--- src/tw_decode_pkg.sv ---
// Package with opcodes, widths and reset values for the table-write decoder.
package tw_decode_pkg;
	localparam int PC_W          = 12;
	localparam int WORD_W        = 16;
	localparam int SUM_W         = 32;
	localparam int DADDR_W       = 7;
	localparam int AUX_W         = 8;
	localparam int STACK_DEPTH   = 4;
	localparam int DMEM_DEPTH    = 128;
	localparam int OP_HI         = 15;
	localparam int OP_LO         = 8;
	localparam int IND_BIT       = 7;
	localparam int INC_BIT       = 5;
	localparam int DEC_BIT       = 4;
	localparam int KEEP_PTR_BIT  = 3;
	localparam int NEW_PTR_BIT   = 0;
	localparam logic [7:0]  OP_TABLE_WRITE = 8'h7D;
	localparam logic [7:0]  OP_XOR         = 8'h78;
	localparam logic [7:0]  OP_ZERO_LOAD_H = 8'h65;
	localparam logic [7:0]  OP_ZERO_LOAD_L = 8'h66;
	localparam logic [15:0] OP_CLEAR_SUM   = 16'h7F89;
	localparam logic [11:0] PC_RESET       = 12'h000;
	localparam logic [31:0] SUM_RESET      = 32'h00000000;
	localparam logic [15:0] IR_RESET       = 16'h0000;
	localparam logic [7:0]  AUX_RESET      = 8'h00;
	typedef enum logic [1:0] {
		ST_FILL     = 2'b00,
		ST_RUN      = 2'b01,
		ST_TW_ADDR  = 2'b11,
		ST_TW_WRITE = 2'b10
	} seq_state_t;
endpackage
--- src/data_word_ram.sv ---
// Data memory with one write port and one registered read port.
`timescale 1ns/1ps
module data_word_ram
	import tw_decode_pkg::*;
#(
	parameter int WIDTH = WORD_W,
	parameter int DEPTH = DMEM_DEPTH,
	parameter int AW    = DADDR_W
)
(
	// Clock.
	input  wire logic             ref_clk,
	// Write port.
	input  wire logic             wr_en,
	input  wire logic [AW-1:0]    wr_addr,
	input  wire logic [WIDTH-1:0] wr_data,
	// Read port.
	input  wire logic             rd_en,
	input  wire logic [AW-1:0]    rd_addr,
	output logic      [WIDTH-1:0] rd_data
);
	logic [WIDTH-1:0] mem [DEPTH];

	always_ff @(posedge ref_clk)
	begin
		if (wr_en)
			mem[wr_addr] <= wr_data;
	end

	always_ff @(posedge ref_clk)
	begin
		if (rd_en)
			rd_data <= mem[rd_addr];
	end
endmodule

--- src/table_write_decoder.sv ---
// Instruction sequencer for table write, exclusive-OR, clear and zero-load accumulator ops.
// Overview of operation
// - Table write saves PC+1 on stack, jumps to sum, writes word, restores PC.
// - Table write is one word, three cycles after an opcode prefetch with enable low.
// - During the prefetch the previous instruction still executes.
// - Cycle one: enable low, next address out, push PC, load PC from sum bits.
// - Cycle two: write strobe low, PC on address, data word driven, pop PC.
// - Cycle three: enable low and the following opcode is prefetched.
// - Exclusive-OR changes only the low sum half with the data word, one cycle.
// - Clear sets the whole sum register to zero in one cycle.
// - Zero-load-high puts the word in the upper half, lower half zero.
// - Zero-load-low puts the word unsigned in the lower half, upper zero.
// - Operands use a 7-bit direct address or current aux register, optional new pointer.
`timescale 1ns/1ps
module table_write_decoder
	import tw_decode_pkg::*;
#(
	parameter int STACK_D = STACK_DEPTH
)
(
	// Clock and reset.
	input  wire logic              ref_clk,
	input  wire logic              arst_n,
	// Program memory bus.
	output logic      [PC_W-1:0]   prog_addr,
	input  wire logic [WORD_W-1:0] prog_data_in,
	output logic      [WORD_W-1:0] prog_data_out,
	output logic                   prog_data_oe,
	output logic                   memory_enable_n,
	output logic                   write_enable_n,
	// Data memory load port.
	input  wire logic              dmem_load_en,
	input  wire logic [DADDR_W-1:0] dmem_load_addr,
	input  wire logic [WORD_W-1:0] dmem_load_data,
	// Visible core state.
	output logic      [SUM_W-1:0]  sum_register,
	output logic                   aux_pointer_select
);
	seq_state_t         state_reg;
	seq_state_t         state_next;
	logic [PC_W-1:0]    pc_reg;
	logic [WORD_W-1:0]  ir_reg;
	logic [SUM_W-1:0]   sum_reg;
	logic [PC_W-1:0]    stack_reg [STACK_D];
	logic [AUX_W-1:0]   aux_reg [2];
	logic [AUX_W-1:0]   aux_next [2];
	logic               ptr_reg;
	logic               ptr_next;
	logic [WORD_W-1:0]  dmem_word;
	logic [7:0]         ir_op;
	logic               is_table_write;
	logic               is_mem_op;
	logic               exec_now;
	logic               exec_mem;
	logic               fetch_now;
	logic               fetch_tw;
	logic [DADDR_W-1:0] rd_addr;
	logic [AUX_W-1:0]   fetch_aux;

	assign ir_op          = ir_reg[OP_HI:OP_LO];
	assign is_table_write = (ir_op == OP_TABLE_WRITE);
	assign is_mem_op      = is_table_write || (ir_op == OP_XOR)
		|| (ir_op == OP_ZERO_LOAD_H) || (ir_op == OP_ZERO_LOAD_L);
	assign fetch_tw       = (prog_data_in[OP_HI:OP_LO] == OP_TABLE_WRITE);
	assign exec_now       = (state_reg == ST_RUN);
	assign exec_mem       = (exec_now && is_mem_op) || (state_reg == ST_TW_ADDR);
	assign fetch_now      = (state_reg == ST_RUN) || (state_reg == ST_FILL);

	// Bus strobes; the address bus always shows the program counter.
	assign prog_addr       = pc_reg;
	assign memory_enable_n = (state_reg == ST_TW_WRITE);
	assign write_enable_n  = (state_reg != ST_TW_WRITE);
	assign prog_data_oe    = (state_reg == ST_TW_WRITE);
	assign prog_data_out   = dmem_word;
	assign sum_register    = sum_reg;
	assign aux_pointer_select = ptr_reg;

	// Pointer update of the executing instruction, forwarded to the next operand fetch.
	always_comb
	begin
		aux_next = aux_reg;
		ptr_next = ptr_reg;
		if (exec_mem && ir_reg[IND_BIT])
		begin
			if (ir_reg[INC_BIT])
				aux_next[ptr_reg] = aux_reg[ptr_reg] + 8'h01;
			else if (ir_reg[DEC_BIT])
				aux_next[ptr_reg] = aux_reg[ptr_reg] - 8'h01;
			if (!ir_reg[KEEP_PTR_BIT])
				ptr_next = ir_reg[NEW_PTR_BIT];
		end
	end

	assign fetch_aux = aux_next[ptr_next];
	assign rd_addr   = prog_data_in[IND_BIT] ? fetch_aux[DADDR_W-1:0]
		: prog_data_in[DADDR_W-1:0];

	always_ff @(posedge ref_clk or negedge arst_n)
	begin
		if (!arst_n)
		begin
			aux_reg[0] <= AUX_RESET;
			aux_reg[1] <= AUX_RESET;
			ptr_reg    <= 1'b0;
		end
		else
		begin
			aux_reg <= aux_next;
			ptr_reg <= ptr_next;
		end
	end

	// Sequencer: fill, run, then the two table-write cycles.
	always_comb
	begin
		case (state_reg)
			ST_FILL:     state_next = fetch_tw ? ST_TW_ADDR : ST_RUN;
			ST_RUN:      state_next = fetch_tw ? ST_TW_ADDR : ST_RUN;
			ST_TW_ADDR:  state_next = ST_TW_WRITE;
			ST_TW_WRITE: state_next = ST_FILL;
			default:     state_next = ST_FILL;
		endcase
	end

	always_ff @(posedge ref_clk or negedge arst_n)
	begin
		if (!arst_n)
			state_reg <= ST_FILL;
		else
			state_reg <= state_next;
	end

	// Opcode fetch overlaps the execution of the previous instruction.
	always_ff @(posedge ref_clk or negedge arst_n)
	begin
		if (!arst_n)
			ir_reg <= IR_RESET;
		else if (fetch_now)
			ir_reg <= prog_data_in;
	end

	// Program counter and return stack.
	always_ff @(posedge ref_clk or negedge arst_n)
	begin
		if (!arst_n)
		begin
			pc_reg <= PC_RESET;
			for (int i = 0; i < STACK_D; i++)
				stack_reg[i] <= PC_RESET;
		end
		else
		begin
			case (state_reg)
				ST_TW_ADDR:
				begin
					stack_reg[0] <= pc_reg;
					for (int i = 1; i < STACK_D; i++)
						stack_reg[i] <= stack_reg[i-1];
					pc_reg <= sum_reg[PC_W-1:0];
				end
				ST_TW_WRITE:
				begin
					pc_reg <= stack_reg[0];
					for (int i = 0; i < STACK_D - 1; i++)
						stack_reg[i] <= stack_reg[i+1];
				end
				default:
					pc_reg <= pc_reg + 12'h001;
			endcase
		end
	end

	// Sum register operations.
	always_ff @(posedge ref_clk or negedge arst_n)
	begin
		if (!arst_n)
			sum_reg <= SUM_RESET;
		else if (exec_now)
		begin
			if (ir_reg == OP_CLEAR_SUM)
				sum_reg <= SUM_RESET;
			else if (ir_op == OP_XOR)
				sum_reg[WORD_W-1:0] <= sum_reg[WORD_W-1:0] ^ dmem_word;
			else if (ir_op == OP_ZERO_LOAD_H)
				sum_reg <= {dmem_word, 16'h0000};
			else if (ir_op == OP_ZERO_LOAD_L)
				sum_reg <= {16'h0000, dmem_word};
		end
	end

	data_word_ram #(
		.WIDTH (WORD_W),
		.DEPTH (DMEM_DEPTH),
		.AW    (DADDR_W)
	) u_dmem (
		.ref_clk (ref_clk),
		.wr_en   (dmem_load_en),
		.wr_addr (dmem_load_addr),
		.wr_data (dmem_load_data),
		.rd_en   (fetch_now),
		.rd_addr (rd_addr),
		.rd_data (dmem_word)
	);

	property p_tw_strobes;
		@(posedge ref_clk) disable iff (!arst_n)
		(fetch_now && fetch_tw) |=> (!memory_enable_n && write_enable_n)
			##1 (!write_enable_n && memory_enable_n) ##1 (!memory_enable_n && write_enable_n);
	endproperty
	a_tw_strobes: assert property (p_tw_strobes) else $error("table write strobes wrong");

	property p_tw_jump;
		@(posedge ref_clk) disable iff (!arst_n)
		(state_reg == ST_TW_ADDR) |=> (prog_addr == $past(sum_reg[PC_W-1:0]));
	endproperty
	a_tw_jump: assert property (p_tw_jump) else $error("jump to sum address missing");

	property p_tw_return;
		@(posedge ref_clk) disable iff (!arst_n)
		(state_reg == ST_TW_ADDR) |-> ##2 (prog_addr == $past(prog_addr, 2));
	endproperty
	a_tw_return: assert property (p_tw_return) else $error("return address not restored");

	property p_tw_drive;
		@(posedge ref_clk) disable iff (!arst_n)
		!write_enable_n |-> (prog_data_oe && memory_enable_n && $stable(prog_data_out));
	endproperty
	a_tw_drive: assert property (p_tw_drive) else $error("write cycle bus drive wrong");

	property p_prefetch;
		@(posedge ref_clk) disable iff (!arst_n)
		(state_reg == ST_TW_WRITE) |=> (!memory_enable_n && state_reg == ST_FILL)
			##1 (exec_now || state_reg == ST_TW_ADDR);
	endproperty
	a_prefetch: assert property (p_prefetch) else $error("prefetch after write missing");

	property p_xor_half;
		@(posedge ref_clk) disable iff (!arst_n)
		(exec_now && ir_op == OP_XOR) |=> (sum_reg[31:16] == $past(sum_reg[31:16]))
			&& (sum_reg[15:0] == ($past(sum_reg[15:0]) ^ $past(dmem_word)));
	endproperty
	a_xor_half: assert property (p_xor_half) else $error("exclusive-OR result wrong");

	property p_clear;
		@(posedge ref_clk) disable iff (!arst_n)
		(exec_now && ir_reg == OP_CLEAR_SUM) |=> (sum_register == 32'h00000000);
	endproperty
	a_clear: assert property (p_clear) else $error("clear did not zero sum");

	property p_load_high;
		@(posedge ref_clk) disable iff (!arst_n)
		(exec_now && ir_op == OP_ZERO_LOAD_H) |=> (sum_register == {$past(dmem_word), 16'h0000});
	endproperty
	a_load_high: assert property (p_load_high) else $error("zero-load-high wrong");

	property p_load_low;
		@(posedge ref_clk) disable iff (!arst_n)
		(exec_now && ir_op == OP_ZERO_LOAD_L) |=> (sum_register == {16'h0000, $past(dmem_word)});
	endproperty
	a_load_low: assert property (p_load_low) else $error("zero-load-low wrong");

	property p_new_pointer;
		@(posedge ref_clk) disable iff (!arst_n)
		(exec_mem && ir_reg[IND_BIT] && !ir_reg[KEEP_PTR_BIT])
			|=> (aux_pointer_select == $past(ir_reg[NEW_PTR_BIT]));
	endproperty
	a_new_pointer: assert property (p_new_pointer) else $error("aux pointer not updated");

	c_table_write: cover property (@(posedge ref_clk) disable iff (!arst_n)
		(state_reg == ST_TW_ADDR) ##1 !write_enable_n);
	c_xor_run: cover property (@(posedge ref_clk) disable iff (!arst_n)
		(exec_now && ir_op == OP_XOR));
	c_xor_then_write: cover property (@(posedge ref_clk) disable iff (!arst_n)
		(exec_now && ir_op == OP_XOR) ##1 (state_reg == ST_TW_ADDR));
	c_back_to_back_write: cover property (@(posedge ref_clk) disable iff (!arst_n)
		(state_reg == ST_FILL) ##1 (state_reg == ST_TW_ADDR));
endmodule

--- config.mk ---
export PLATFORM = sky130hd
export DESIGN_NAME = table_write_decoder
export DESIGN_NICKNAME = d
export VERILOG_FILES = /design/src/tw_decode_pkg.sv /design/src/data_word_ram.sv /design/src/table_write_decoder.sv
export SDC_FILE = /design/constraint.sdc
export NUM_CORES = 2
export LEC_CHECK = 0
export BUFFER_PORTS_ARGS = -buffer_cell sky130_fd_sc_hd__buf_2
export CELL_PAD_IN_SITES_DETAIL_PLACEMENT = 1
export CELL_PAD_IN_SITES_GLOBAL_PLACEMENT = 2
export CORE_MARGIN = 1
export CORE_UTILIZATION = 43
export DETAILED_ROUTE_END_ITERATION = 10
export PLACE_DENSITY_LB_ADDON = 0.25
export SLEW_MARGIN = 20
export SYNTH_ARGS = -nofsm -noshare
export SYNTH_HDL_FRONTEND = slang
export SYNTH_SLANG_ARGS = --single-unit
--- constraint.sdc ---
create_clock -name ref_clk -period 3.6 [get_ports ref_clk]
set_input_delay 0.72 -clock ref_clk [delete_from_list [all_inputs] [get_ports ref_clk]]
set_output_delay 0.72 -clock ref_clk [all_outputs]
set_load 0.005 [all_outputs]
==> results.md <==
* Mapped Area at 86000 um^2
* Crit share post-route at 124%
* Leakage at 0.0361 uW
* Layout cells sized above 1 at 28.3%
* Worst min path class: in2reg
* Final-report hold violation count at 0
* Nature of the critical path startpoint: register
* Vias in the first global route at 53200
* Largest register FFs at 2048
* Routability-driven placement congestion ratio at 0.851
* Clock buffer depth at 3
* Top layer in use: met5
* Post-DP HPWL at 170000 um
* Row Count at 163
* Die Wd at 449 um
* Max Slew Vio Count at 0
* Initial core utilization at 43.4%
* Achievable Freq at 224 MHz
* Ys Warns at 0
* Clk sinks at 2189
* Clk slew on worst S/H paths at 0.06 ns
* CP Class: reg2reg
* Dominant synthesized flop cell: edfxtp_1
* Worst Reg2Reg Path Length in Cells at 19
* Initial antenna violation count at 10
* Routed wl met2 at 127000 um
* Area of the multi-input gates at 20100 um^2
* Register Area at 65100 um^2
* Ys async rst share at 5.71%
* Clk_lat worst skew at 0.87 ns
* First-pass GRT wire length at 382000 um
* Failing checks: negative setup slack
* 1st-iter DRT viols at 5359
* DRC viols at 0
* Syn_nets at 5132
* Pin count of the biggest net entering global routing at 129
* Die footprint at 202000 um^2
* Via count at 51500
* Final Util at 53.1%
* GRT overflow at 0
* Sequential area share after synthesis at 75.7%
* Yosys cell types at 85
* Slew @ Worst Pin at 1.06 ns
* Cell Pwr Density at 643 nW/um^2
* Routed len/inst at 30.3 um
* Total of max-cap violations at 0
* CTS Root Cell: clkbuf_16
* VDD IR max at 0.000497 V
* Gate Count Post-Synth at 5087
* Min Tclk post-route at 4.47 ns
* CTS tree: built
* Crit path capture type: register
* Met1 wire length at 113000 um
* Routed Antenna Nets at 0
* Critical Path AT at 5.07 ns
* DRT Wirelength at 266000 um
* CP Max Fanout at 6
* Seq cells post-synth at 2189
* DR vias/cell at 5.87
* Global Route Usage Sum at 26.2%
* Hold path cells at 3
* RSZ-0062 raised after global routing: true
* Clock Skews at 0.0498 ns
* Met3 routed WL at 18100 um
* Area grow syn2layout at 22.2%
* Filler instances at 18300
* Setup TNS at -12.99 ns
* Pre-Repair DR Iteration Count at 5
* Nets at 5986
* Final worst-path setup slack at -0.872 ns
* EDFF count, synth at 2064
* Worst slew margin relative to its limit at 29.5%
* Num ports at 106
* Total CTS buffers at 226
* Max H-tree Level at 4
* Syn Area/Cell at 16.9 um^2
* Core area at 198000 um^2
* Worst endpoint required time at 4.20 ns
* Buffers on Ports at 105
* Final setup fails at 16
* Run status: finished, violations left
* Die span in y at 449 um
## synthesized netlist by cell type (46+ instances only)
library cell	instances	area, um^2
nand3_1	302	1510
buf_2	112	561
mux2i_1	115	1150
a32oi_1	47	412
a21oi_1	170	851
edfxtp_1	2064	62000
dfrtp_1	125	3130
nand4_1	60	375
a31oi_1	46	288
a22oi_1	134	1010
clkbuf_1	125	469
o21ai_0	84	420
nor2_1	272	1020
mux4_2	306	6890
nand2_1	723	2710
## placed cells by master (no fill, tap or decap), drive strengths merged, types with 41 or more instances in the layout
cell type | Yosys | layout
edfxtp | 2064 | 2064
buf | 177 | 917
nand2 | 728 | 728
mux4 | 306 | 306
nand3 | 302 | 302
clkbuf | 125 | 285
nor2 | 272 | 272
a21oi | 170 | 170
a22oi | 134 | 134
dfrtp | 125 | 125
mux2i | 115 | 115
clkinv | 0 | 101
o21ai | 94 | 94
nand4 | 60 | 60
a31oi | 48 | 48
a32oi | 47 | 47
mux2 | 41 | 41
## report_power, final
group	internal, uW	switching (uW)
Combinational	7110	8310
Sequential	28500	808
Clock	12900	9900
## through the flow
step	hold WS (ns)	power (uW)	cell area, um^2	setup slack, ns	cells
after floorplan	0.424	36700	86100	-0.112	5087
after global placement	0.445	43400	95800	-1.38	8270
after detailed placement	0.455	43700	95800	-1.46	8273
after CTS	0.0630	67700	105000	-0.840	8747
after global routing	0.0901	69700	105000	-0.985	8769
final	0.123	67600	105000	-0.872	8770
## per-layer routing
metal,up-vias,GRT usage [%]
met1,27400,36.6
met3,381,4.33
met2,1838,42.0
li1,21800,-
met4,4,8.00
met5,-,0
## path summary, 6_finish.rpt
check	from	endpoint	slack (ns)
max in group asynchronous	arst_n	stack_reg[25]$_DFFE_PN0N_	2.32
hold / removal	prog_data_in[8]	ir_reg[8]$_DFFE_PN0P_	0.12
min in group asynchronous	arst_n	ir_reg[0]$_DFFE_PN0P_	0.52
setup / recovery	ir_reg[10]$_DFFE_PN0P_	u_dmem.rd_data[9]$_DFFE_PP_	-0.87
hold reg to reg	sum_register[21]$_DFFE_PN0P_	sum_register[21]$_DFFE_PN0P_	0.46
setup reg to reg	ir_reg[10]$_DFFE_PN0P_	u_dmem.rd_data[9]$_DFFE_PP_	-0.87
## critical path: stages (launching register included)
cell	delay [ns]
dfrtp_1	0.41
nand4bb_4	0.24
o22a_1	0.27
a2111oi_4	0.36
buf_6	0.18
o21a_4	0.14
o211ai_1	0.09
buf_4	0.17
a31oi_4	0.19
buf_12	0.18
buf_16	0.19
buf_16	0.16
buf_8	0.11
mux4_2	0.49
a22oi_2	0.18
buf_4	0.14
nand4_1	0.20
buf_6	0.22
nor2_4	0.15
nand4_1	0.10
## area by class of cell
type                       instances  share of cell area, %
clock inverter                   131                   1.17
timing repair buffer             928                   8.86
sequential                      2189                   62.0
clock buffer                     283                   5.65
antenna                            3                0.00714
inverter                          11                 0.0393
multi-input combinational       2585                   19.2
tap                             2640                   3.14
## cells by family after synthesis
group | Yosys count | share of synthesized area [%]
DFF | 2189 | 75.7
and+or+nand+nor | 1472 | 7.49
AOI/OAI and AO/OA | 631 | 5.01
muxes | 462 | 9.89
buffers and inverters | 313 | 1.69
xor gates and xnor gates | 17 | 0.173
adders and majority gates | 3 | 0.0436
## what timing repair did
item                                    CTS  global route
resized for setup                       163            66
hold endpoints to repair                 74             0
endpoints found under the setup margin   16            16
hold buffers                              1             0
setup buffers                            49            22
pin swaps                                61            45
cloned                                   15             2
Power figures use the tool's default switching activity.
